--- config.mk ---
export PLATFORM = sky130hd
export DESIGN_NAME = keypad_result_and_event_fifo
export DESIGN_NICKNAME = d
export VERILOG_FILES = /design/src/keypad_pkg.sv /design/src/event_skid.sv /design/src/keypad_result_and_event_fifo.sv
export VERILOG_INCLUDE_DIRS = /design/src
export SDC_FILE = /design/constraint.sdc
export NUM_CORES = 1
export LEC_CHECK = 0
export BUFFER_PORTS_ARGS = -buffer_cell sky130_fd_sc_hd__buf_2
export CELL_PAD_IN_SITES_DETAIL_PLACEMENT = 0
export CELL_PAD_IN_SITES_GLOBAL_PLACEMENT = 2
export CORE_MARGIN = 2
export CORE_UTILIZATION = 40
export CTS_BUF_LIST = sky130_fd_sc_hd__clkbuf_4 sky130_fd_sc_hd__clkbuf_8
export CTS_CLUSTER_SIZE = 14
export DETAILED_ROUTE_END_ITERATION = 8
export HOLD_SLACK_MARGIN = 0.1
export PLACE_DENSITY_LB_ADDON = 0.1
export RECOVER_POWER = 25
export SYNTH_ARGS = -nofsm -noshare
export SYNTH_HDL_FRONTEND = slang
export SYNTH_HIERARCHICAL = 1
export SYNTH_SLANG_ARGS = --single-unit
--- constraint.sdc ---
create_clock -name clk_sys -period 3.4 [get_ports clk_sys]
set_input_delay 1.02 -clock clk_sys [delete_from_list [all_inputs] [get_ports clk_sys]]
set_output_delay 1.02 -clock clk_sys [all_outputs]
set_load 0.005 [all_outputs]
--- src/keypad_cfg.svh ---
/*
 * Constants of the keypad result and event buffer block: register addresses,
 * field positions, reset values and serial framing counts.
 * Assumes it is included by bare name from every file that needs it.
 */
`ifndef KEYPAD_CFG_SVH
`define KEYPAD_CFG_SVH

// Register addresses on the serial register interface
`define ADDR_KEY_CODE_FIRST  8'h0B
`define ADDR_KEY_CODE_SECOND 8'h0C
`define ADDR_KEY_CODE_THIRD  8'h0D
`define ADDR_KEY_CODE_FOURTH 8'h0E
`define ADDR_KEY_EVENT_QUEUE 8'h10
`define ADDR_IRQ_CLEAR       8'h0A

// Values and field positions
`define KEY_CODE_RESET       8'h7F
`define EVENT_EMPTY_CODE     8'h7F
`define UNMAPPED_READ        8'h00
`define BIT_EVENT_CLEAR      1
`define BIT_SCAN_CLEAR       0
`define BIT_TX_MSB           7
`define BIT_RW               0

// Serial framing: data bits per byte
`define BITS_PER_BYTE        4'h8

`endif

--- src/keypad_pkg.sv ---
/*
 * Types shared by the keypad result logic and its bench.
 * Assumes nothing beyond a SystemVerilog compiler.
 */
package keypad_pkg;

	// One key location as delivered by the scanner
	typedef struct packed {
		logic [2:0] key_row_index;     // Row 0..7
		logic [3:0] key_column_index;  // Column 0..11, 12 is special_function_key
	} key_slot_s;

	// Layout of a key code register
	typedef struct packed {
		logic       more_keys_flag;    // Another key follows, or overflow in last slot
		key_slot_s  slot;              // Row and column
	} key_code_s;

	// Layout of one key event entry
	typedef struct packed {
		logic       released;          // 0 pressed, 1 released
		key_slot_s  slot;              // Row and column
	} key_event_s;

	// Serial slave states
	typedef enum logic [2:0] {
		ST_IDLE,
		ST_ADDR,
		ST_ADDR_ACK,
		ST_WRITE,
		ST_WRITE_ACK,
		ST_READ,
		ST_READ_ACK
	} serial_state_e;

endpackage

--- src/event_skid.sv ---
/*
 * Two-entry buffer with valid and ready on both sides, placed between the
 * scanner's event strobe and the event queue so a stalled queue loses no word.
 * Assumes source and sink run on clk_sys; flush drops everything held.
 */
`timescale 1ns/10ps
`default_nettype none

module event_skid #(
	parameter int WIDTH = 8
) (
	// Clock and reset
	input  wire logic             clk_sys,
	input  wire logic             rst,
	input  wire logic             flush,
	// Filling side
	input  wire logic             in_valid,
	output logic                  in_ready,
	input  wire logic [WIDTH-1:0] in_data,
	// Draining side
	output logic                  out_valid,
	input  wire logic             out_ready,
	output logic [WIDTH-1:0]      out_data
);

	logic [WIDTH-1:0] mem_q [2];      // Two entries
	logic             wr_sel_q;       // Next entry to write
	logic             rd_sel_q;       // Next entry to read
	logic [1:0]       count_q;        // Entries held
	logic [1:0]       count_d;
	logic             push;
	logic             pop;

	assign push      = in_valid && in_ready;
	assign pop       = out_valid && out_ready;
	assign out_valid = (count_q != 2'h0);
	assign out_data  = mem_q[rd_sel_q];

	// Occupancy after this cycle
	always_comb begin
		count_d = count_q;
		if (flush) begin
			count_d = 2'h0;
		end else if (push && !pop) begin
			count_d = count_q + 2'h1;
		end else if (pop && !push) begin
			count_d = count_q - 2'h1;
		end
	end

	// Storage and pointers
	always_ff @(posedge clk_sys) begin
		if (rst || flush) begin
			wr_sel_q <= 1'b0;
			rd_sel_q <= 1'b0;
		end else begin
			if (push) begin
				mem_q[wr_sel_q] <= in_data;
				wr_sel_q        <= ~wr_sel_q;
			end
			if (pop) begin
				rd_sel_q <= ~rd_sel_q;
			end
		end
	end

	// Count and registered ready; ready reflects next cycle's room
	always_ff @(posedge clk_sys) begin
		if (rst) begin
			count_q  <= 2'h0;
			in_ready <= 1'b0;
		end else begin
			count_q  <= count_d;
			in_ready <= (count_d != 2'h2);
		end
	end

endmodule // event_skid

`default_nettype wire

--- src/keypad_result_and_event_fifo.sv ---
/*
 * Keypad result registers (four key code slots) and the key event queue,
 * read by a host over a two-wire serial slave sampled on clk_sys.
 * Assumes the scanner drives key slots and event pushes on clk_sys, and an
 * interrupt block elsewhere takes the clear pulses and the lost pulse.
 */
//
// Contract
// - Third key code readable at 0x0D
// - Third slot flag set when fourth valid
// - Fourth key code readable at 0x0E
// - Fourth slot flag means over four keys
// - Row in bits 6:4, resets to 7
// - Column in bits 3:0, resets to 15
// - Address 0x10 reads fifteen-deep event queue
// - Empty queue reads as 0x7F
// - No pointer increment on event queue
// - Event bit 7 press or release
// - Event row and column in low bits
// - Reading all four codes clears scan irq
// - No key reads first code 0x7F
// - Clear bit 1 flushes queue and event irq
// - First three slots chain more-keys flags
`timescale 1ns/10ps
`include "keypad_cfg.svh"
`default_nettype none

module keypad_result_and_event_fifo #(
	parameter int         DEPTH    = 15,      // Event queue entries
	parameter logic [6:0] DEV_ADDR = 7'h40    // Serial slave address, arbitrary value
) (
	// Clock and reset
	input  wire logic                        clk_sys,
	input  wire logic                        rst,
	// Serial register interface pins
	input  wire logic                        scl_in,
	input  wire logic                        sda_in,
	output logic                             sda_out,
	output logic                             sda_oe,
	// Scanner key slots
	input  wire keypad_pkg::key_slot_s [3:0] key_slot,
	input  wire logic [3:0]                  key_valid,
	input  wire logic                        key_overflow,
	input  wire logic                        key_update,
	// Scanner events
	input  wire logic                        event_push_valid,
	input  wire keypad_pkg::key_event_s      event_push_data,
	output logic                             event_push_ready,
	// Interrupt block strobes
	output logic                             scan_irq_clear,
	output logic                             event_irq_clear,
	output logic                             event_lost
);

	// Pin synchronisers and edge history
	logic scl_meta_q, scl_sync_q, scl_prev_q;
	logic sda_meta_q, sda_sync_q, sda_prev_q;
	logic scl_rise, scl_fall, bus_start, bus_stop;

	// Serial slave state
	keypad_pkg::serial_state_e state_q;
	logic [3:0]  bit_cnt_q;            // Bits of current byte seen
	logic [7:0]  rx_q;                 // Received shift register
	logic [7:0]  tx_q;                 // Transmit shift register
	logic        rw_q;                 // 1 for a host read
	logic        nack_q;               // Host refused further bytes
	logic        first_byte_q;         // Next written byte is the pointer
	logic [7:0]  ptr_q;                // Register pointer

	// Strobes into the register side
	logic        rd_load;              // A byte is fetched for transmit
	logic        wr_commit;            // A written byte is complete
	logic [7:0]  rd_byte;              // Fetched byte

	// Key code registers and read tracking
	keypad_pkg::key_code_s [3:0] code_q;
	logic [3:0]  code_seen_q;          // Key code registers read since update

	// Event queue
	keypad_pkg::key_event_s    fifo_mem_q [DEPTH];
	logic [3:0]  fifo_wr_q;
	logic [3:0]  fifo_rd_q;
	logic [4:0]  fifo_cnt_q;
	logic        fifo_full;
	logic        fifo_empty;
	logic        fifo_push;
	logic        fifo_pop;
	logic        flush;
	keypad_pkg::key_event_s    skid_data;
	logic        skid_valid;

	// Edge and condition decode on synchronised pins only
	assign scl_rise  = scl_sync_q && !scl_prev_q;
	assign scl_fall  = !scl_sync_q && scl_prev_q;
	assign bus_start = scl_sync_q && scl_prev_q && !sda_sync_q && sda_prev_q;
	assign bus_stop  = scl_sync_q && scl_prev_q && sda_sync_q && !sda_prev_q;

	// Two flops before any logic, third for edges
	always_ff @(posedge clk_sys) begin
		if (rst) begin
			scl_meta_q <= 1'b1;
			scl_sync_q <= 1'b1;
			scl_prev_q <= 1'b1;
			sda_meta_q <= 1'b1;
			sda_sync_q <= 1'b1;
			sda_prev_q <= 1'b1;
		end else begin
			scl_meta_q <= scl_in;
			scl_sync_q <= scl_meta_q;
			scl_prev_q <= scl_sync_q;
			sda_meta_q <= sda_in;
			sda_sync_q <= sda_meta_q;
			sda_prev_q <= sda_sync_q;
		end
	end

	// Fetch on the falling edge that opens a read byte
	assign rd_load   = scl_fall && !bus_start && !bus_stop &&
	                   ((state_q == keypad_pkg::ST_ADDR_ACK && rw_q) ||
	                    (state_q == keypad_pkg::ST_READ_ACK && !nack_q));
	assign wr_commit = scl_fall && !bus_start && !bus_stop &&
	                   state_q == keypad_pkg::ST_WRITE && bit_cnt_q == `BITS_PER_BYTE;

	// Read multiplexer
	always_comb begin
		rd_byte = `UNMAPPED_READ;
		case (ptr_q)
			`ADDR_KEY_CODE_FIRST:  rd_byte = code_q[0];
			`ADDR_KEY_CODE_THIRD:  rd_byte = code_q[2];
			`ADDR_KEY_CODE_SECOND: rd_byte = code_q[1];
			`ADDR_KEY_CODE_FOURTH: rd_byte = code_q[3];
			`ADDR_KEY_EVENT_QUEUE: begin
				rd_byte = fifo_empty ? `EVENT_EMPTY_CODE : fifo_mem_q[fifo_rd_q];
			end
			default:               rd_byte = `UNMAPPED_READ;
		endcase
	end

	// Serial slave sequencing and data line drive
	always_ff @(posedge clk_sys) begin
		if (rst) begin
			state_q      <= keypad_pkg::ST_IDLE;
			bit_cnt_q    <= 4'h0;
			rx_q         <= 8'h00;
			tx_q         <= 8'h00;
			rw_q         <= 1'b0;
			nack_q       <= 1'b0;
			first_byte_q <= 1'b0;
			sda_oe       <= 1'b0;
			sda_out      <= 1'b0;
		end else if (bus_stop) begin
			// Stop ends any transfer and frees the line
			state_q <= keypad_pkg::ST_IDLE;
			sda_oe  <= 1'b0;
		end else if (bus_start) begin
			// Start or repeated start: expect an address
			state_q   <= keypad_pkg::ST_ADDR;
			bit_cnt_q <= 4'h0;
			sda_oe    <= 1'b0;
		end else begin
			case (state_q)
				keypad_pkg::ST_ADDR: begin
					if (scl_rise) begin
						rx_q      <= {rx_q[6:0], sda_sync_q};
						bit_cnt_q <= bit_cnt_q + 4'h1;
					end else if (scl_fall && bit_cnt_q == `BITS_PER_BYTE) begin
						if (rx_q[7:1] == DEV_ADDR) begin
							// Address match: acknowledge by pulling low
							state_q <= keypad_pkg::ST_ADDR_ACK;
							rw_q    <= rx_q[`BIT_RW];
							sda_oe  <= 1'b1;
						end else begin
							state_q <= keypad_pkg::ST_IDLE;
						end
					end
				end
				keypad_pkg::ST_ADDR_ACK: begin
					if (scl_fall) begin
						bit_cnt_q    <= 4'h0;
						first_byte_q <= 1'b1;
						if (rw_q) begin
							state_q <= keypad_pkg::ST_READ;
							tx_q    <= rd_byte;
							sda_oe  <= !rd_byte[`BIT_TX_MSB];
						end else begin
							state_q <= keypad_pkg::ST_WRITE;
							sda_oe  <= 1'b0;
						end
					end
				end
				keypad_pkg::ST_WRITE: begin
					if (scl_rise) begin
						rx_q      <= {rx_q[6:0], sda_sync_q};
						bit_cnt_q <= bit_cnt_q + 4'h1;
					end else if (wr_commit) begin
						// Every written byte is acknowledged
						state_q      <= keypad_pkg::ST_WRITE_ACK;
						first_byte_q <= 1'b0;
						sda_oe       <= 1'b1;
					end
				end
				keypad_pkg::ST_WRITE_ACK: begin
					if (scl_fall) begin
						state_q   <= keypad_pkg::ST_WRITE;
						bit_cnt_q <= 4'h0;
						sda_oe    <= 1'b0;
					end
				end
				keypad_pkg::ST_READ: begin
					if (scl_rise) begin
						bit_cnt_q <= bit_cnt_q + 4'h1;
					end else if (scl_fall) begin
						if (bit_cnt_q == `BITS_PER_BYTE) begin
							// Release for the host's acknowledge
							state_q <= keypad_pkg::ST_READ_ACK;
							sda_oe  <= 1'b0;
						end else begin
							tx_q   <= {tx_q[6:0], 1'b0};
							sda_oe <= !tx_q[6];
						end
					end
				end
				keypad_pkg::ST_READ_ACK: begin
					if (scl_rise) begin
						nack_q <= sda_sync_q;
					end else if (scl_fall) begin
						if (nack_q) begin
							state_q <= keypad_pkg::ST_IDLE;
						end else begin
							state_q   <= keypad_pkg::ST_READ;
							bit_cnt_q <= 4'h0;
							tx_q      <= rd_byte;
							sda_oe    <= !rd_byte[`BIT_TX_MSB];
						end
					end
				end
				default: begin
					// Idle: wait for a start
					state_q <= keypad_pkg::ST_IDLE;
					sda_oe  <= 1'b0;
				end
			endcase
		end
	end

	// Register pointer: set by first written byte, steps after each access except while it holds the event queue address
	always_ff @(posedge clk_sys) begin
		if (rst) begin
			ptr_q <= 8'h00;
		end else if (wr_commit && first_byte_q) begin
			ptr_q <= rx_q;
		end else if ((wr_commit || rd_load) && ptr_q != `ADDR_KEY_EVENT_QUEUE) begin
			ptr_q <= ptr_q + 8'h01;
		end
	end

	// Key code slots, latched on the scanner's update strobe
	for (genvar i = 0; i < 4; i++) begin : g_slot
		logic more;
		// flag chains to the next slot
		if (i < 3) begin : g_chain
			assign more = key_valid[i+1];
		end else begin : g_last
			assign more = key_overflow;
		end
		always_ff @(posedge clk_sys) begin
			if (rst) begin
				// row resets to 7, column resets to 15
				code_q[i] <= `KEY_CODE_RESET;
			end else if (key_update) begin
				code_q[i] <= key_valid[i] ? {more, key_slot[i]} : `KEY_CODE_RESET;
			end
		end
	end

	// track reads of all four codes
	always_ff @(posedge clk_sys) begin
		if (rst || key_update) begin
			code_seen_q <= 4'h0;
		end else if (code_seen_q == 4'hF) begin
			code_seen_q <= 4'h0;
		end else if (rd_load && ptr_q >= `ADDR_KEY_CODE_FIRST &&
		             ptr_q <= `ADDR_KEY_CODE_FOURTH) begin
			code_seen_q[ptr_q[1:0] - 2'h3] <= 1'b1;
		end
	end

	assign flush = wr_commit && !first_byte_q && ptr_q == `ADDR_IRQ_CLEAR &&
	               rx_q[`BIT_EVENT_CLEAR];

	// Clear pulses and lost strobe to the interrupt block
	always_ff @(posedge clk_sys) begin
		if (rst) begin
			scan_irq_clear  <= 1'b0;
			event_irq_clear <= 1'b0;
			event_lost      <= 1'b0;
		end else begin
			// all four read acts as scan clear
			scan_irq_clear  <= (code_seen_q == 4'hF) ||
			                   (wr_commit && !first_byte_q && ptr_q == `ADDR_IRQ_CLEAR &&
			                    rx_q[`BIT_SCAN_CLEAR]);
			event_irq_clear <= flush;
			// Push refused while the skid buffer is full
			event_lost      <= event_push_valid && !event_push_ready;
		end
	end

	// Skid buffer ahead of the queue; stalls when the queue is full
	event_skid #(
		.WIDTH($bits(keypad_pkg::key_event_s))
	) u_skid (
		.clk_sys  (clk_sys),
		.rst      (rst),
		.flush    (flush),
		.in_valid (event_push_valid),
		.in_ready (event_push_ready),
		.in_data  (event_push_data),
		.out_valid(skid_valid),
		.out_ready(!fifo_full),
		.out_data (skid_data)
	);

	assign fifo_full  = (fifo_cnt_q == 5'(DEPTH));
	assign fifo_empty = (fifo_cnt_q == 5'h00);
	assign fifo_push  = skid_valid && !fifo_full;
	assign fifo_pop   = rd_load && ptr_q == `ADDR_KEY_EVENT_QUEUE && !fifo_empty;

	// Queue storage; kept by storing the event layout whole
	always_ff @(posedge clk_sys) begin
		if (fifo_push) begin
			fifo_mem_q[fifo_wr_q] <= skid_data;
		end
	end

	// Queue pointers and occupancy
	always_ff @(posedge clk_sys) begin
		if (rst || flush) begin
			fifo_wr_q  <= 4'h0;
			fifo_rd_q  <= 4'h0;
			fifo_cnt_q <= 5'h00;
		end else begin
			if (fifo_push) begin
				fifo_wr_q <= (fifo_wr_q == 4'(DEPTH - 1)) ? 4'h0 : fifo_wr_q + 4'h1;
			end
			if (fifo_pop) begin
				fifo_rd_q <= (fifo_rd_q == 4'(DEPTH - 1)) ? 4'h0 : fifo_rd_q + 4'h1;
			end
			if (fifo_push && !fifo_pop) begin
				fifo_cnt_q <= fifo_cnt_q + 5'h01;
			end else if (fifo_pop && !fifo_push) begin
				fifo_cnt_q <= fifo_cnt_q - 5'h01;
			end
		end
	end

endmodule // keypad_result_and_event_fifo

`default_nettype wire

==> impl_metrics.csv <==
group,metric,value,unit
floorplan,start_util,40.3,%
clocking,post_cts_buffers,0,
detailed_routing,drt-initial-drc-count,481,
clocking,numCtsBuffers,43,
logic_synthesis,synth_area_leaders,"edfxtp_1, dfxtp_1, mux4_2",
critical_path,worst_r2r_path_depth,15,
grt,grt_overflow,0,
clocking,htree_levels,2,
placement,hpwl,16400,um
timing,setup_viol,0,
critical_path,rr_startpoint,"ptr_q[0]",
critical_path,cp.depth,15,
logic_synthesis,synthArstFlopShare,0,%
timing,hold_viol,0,
grt,gr-usage-all-layers,18.6,%
logic_synthesis,ys_ff_latch,238,
grt,grt_max_degree,35,
grt,grt_pass1_vias,6954,
critical_path,path_cells,"inv_1, ha_1, nor4bb_2, nand2_1, nor3_4, inv_2, ha_1, inv_1, ha_1, a21o_1, a21oi_1, xnor2_1, nor2_1, xnor2_1, nor2_1",
logic_synthesis,syn_inst,825,
logic_synthesis,seq_area_frac_synth,60.8,%
logic_synthesis,synth.cells.most_frequent,"edfxtp_1, dfxtp_1, nand2_1",
clocking,cts.repair.resized,0,
layout,num-nets-final,965,
timing,final_max_slew_viol_count,0,
critical_path,ff2ff_setup_slack,0.36,ns
detailed_routing,final_antenna_net_count,0,
detailed_routing,wl,23800,um
critical_path,rr_endpoint,"fifo_cnt_q[4]",
logic_synthesis,synth_edf_count,136,
critical_path,cp_max_fo,8,
grt,antenna_found_initial,0,
timing,setup_tns,0,ns
timing,fin_crit_sh,89.3,%
critical_path,worst_path_max_delay_cell,"dfxtp_1",
floorplan,core,25000,sq um
timing,max_freq,329,MHz
critical_path,crit_family,"simple AND/OR/NAND/NOR gates",
pwr,p_leak,3.95,nW
logic_synthesis,synth_most_common_cell,"edfxtp_1",
pwr,ir_worst_vdd,0.000425,V
layout,seq_area,6130,sq um
clocking,clkLatencyLatePin,0.55,ns
logic_synthesis,avgSynthCellArea,12.2,sq um
timing,finalClockSkew,0.0267,ns
timing,worst_slew_pin_slew,1.32,ns
critical_path,cp-startpoint,"ptr_q[0]",
critical_path,cp_common_cell,"ha_1",
clocking,clk_pin_slew,0.06,ns
timing,fin_ws,0.363,ns
timing,rsz0062_at_grt,"no",
layout,finalInstanceArea,11600,sq um
clocking,cts_root_buf,"clkbuf_8",
flow_run,maxCapViolCount,0,
logic_synthesis,synthDistinctLibCells,75,
critical_path,crit_buf_inv,3,
detailed_routing,wire_per_inst,18.8,um
clocking,cts_sinks,238,
floorplan,io_pins,53,
placement,dp.cells,1187,
placement,pre_cts_ws,0.224,ns
layout,drive_gt1_share,21.5,%
layout,n_fill_cell,2320,
placement,place_congestion,0.774,
logic_synthesis,ys.warnings.count,6,
grt,grt_pass1_wl,37900,um
detailed_routing,num_vias,6861,
pwr,powerDensity,636,nW/um^2
floorplan,row_count,58,
critical_path,endpoint_kind,"flop",
timing,relSlewSlack,12.0,%
clocking,cts_buffer_depth,3,
layout,multi_input_area,3720,sq um
logic_synthesis,synth_ff_type,"edfxtp_1",
clocking,cts_tree,"yes",
floorplan,die_area,26500,sq um
detailed_routing,drc_errors,0,
clocking,holdBufCountCts,0,
floorplan,die_w,163,um
placement,place_area,10700,sq um
layout,final_cells,1266,
critical_path,cpPeakStageDelay,0.39,ns
placement,port-buffer-count,51,
timing,fin_crit,3.04,ns
critical_path,arrival,3.48,ns
detailed_routing,vias_per_cell,5.42,
critical_path,path_class,"reg2reg",
outcome,status,"finished, final reports clean",
critical_path,required,3.84,ns
layout,syn_to_final_growth,15.6,%
floorplan,die_h,163,um
hold_path,hp-class,"reg2reg",
critical_path,startpoint_type,"flop",
logic_synthesis,synth_top_area_share,40.6,%
logic_synthesis,yosysTopAreaCell,"edfxtp_1",
layout,num_antenna_cells,0,
timing,holdWs,0.410,ns
logic_synthesis,netlist_area,10100,sq um
critical_path,crit_end,"fifo_cnt_q[4]",
logic_synthesis,synth_nets,888,
detailed_routing,drt_pre_antenna_iters,7,
-- layout by cell type (no fill, tap or decap), types with 15 or more instances in the layout --
cell	synthesis	routed
o21ai_0	33	33
nor2_1	66	66
ha_1	15	15
mux2i_1	19	19
buf_2	3	43
a21oi_1	48	48
nand2b_1	20	20
nand2_1	91	91
o22ai_1	25	25
nor3_1	16	16
mux4_2	25	25
clkbuf_8	1	51
edfxtp_1	136	136
buf_4	5	22
dfxtp_1	102	100
-- state kept, by name (all words and copies together) (netlist names), 4 cells and up, named ones only --
name	flops
fifo_cnt_q	5
fifo_wr_q	4
fifo_mem_q	120
tx_q	7
code_seen_q	4
rx_q	8
bit_cnt_q	4
code_q	32
u_skid/mem_q	16
ptr_q	8
fifo_rd_q	4
-- kinds of logic (layout without fill, tap and decap cells) --
group | Yosys count | in the layout | share of synthesized area [%]
AOI/OAI and AO/OA | 169 | 169 | 10.9
xor gates and xnor gates | 13 | 13 | 1.21
adders and majority gates | 16 | 16 | 2.06
buffers and inverters | 56 | 167 | 2.41
DFF | 238 | 238 | 60.8
muxes | 57 | 57 | 8.93
other | 1 | 1 | 0.0372
and+or+nand+nor | 275 | 275 | 13.6
-- routing by layer --
layer / wire length [um] / share of wire, % / GRT usage (%)
met1: 10400 / 44 / 23.2
met2: 11800 / 50 / 32.4
met3: 1030 / 4.3 / 3.54
met4: 586 / 2.5 / 6.15
met5: 0 / 0 / 0
-- metrics by stage --
step	power (mW)	utilization [%]
floorplan	4.38	-
global placement	4.73	43.1
global route	7.79	46.6
CTS	7.51	46.6
detailed placement	4.77	43.1
finish	7.40	46.6
-- power by group --
| group | leakage (nW) | internal [mW] | total, mW | switching [mW] |
|---|---|---|---|---|
| sequential | 2.06 | 3.35 | 3.47 | 0.125 |
| combinational | 1.42 | 0.498 | 1.23 | 0.732 |
| clock | 0.473 | 1.53 | 2.70 | 1.17 |
| total | 3.95 | 5.37 | 7.40 | 2.02 |
-- worst min-delay path by stage --
stage	from	to	slack, ns	depth (start not counted)
floorplan	scl_meta_q	scl_sync_q	0.39	1
global placement	sda_meta_q	sda_sync_q	0.40	1
detailed placement	scl_meta_q	scl_sync_q	0.40	1
CTS	scl_meta_q	scl_sync_q	0.41	1
global route	scl_meta_q	scl_sync_q	0.42	1
finish	sda_meta_q	sda_sync_q	0.41	1
-- worst reg2reg max path: cells and delay by family, from the launching register on --
kind	cells	cell delay [ns]
xor gates and xnor gates	2	0.28
buffers and inverters	3	0.40
DFF	1	0.39
adders and majority gates	3	0.70
and+or+nand+nor	5	0.82
AOI/OAI and AO/OA	2	0.36
-- final cells by class --
cell class                 count  share of cell area (%)
timing repair buffer          76                    3.76
sequential                   238                    52.7
inverter                      12                   0.387
clock buffer                  65                    6.94
tap                          330                    3.55
multi-input combinational    531                    32.0
clock inverter                14                   0.731
Note: power is estimated with default switching activity, not from simulation.
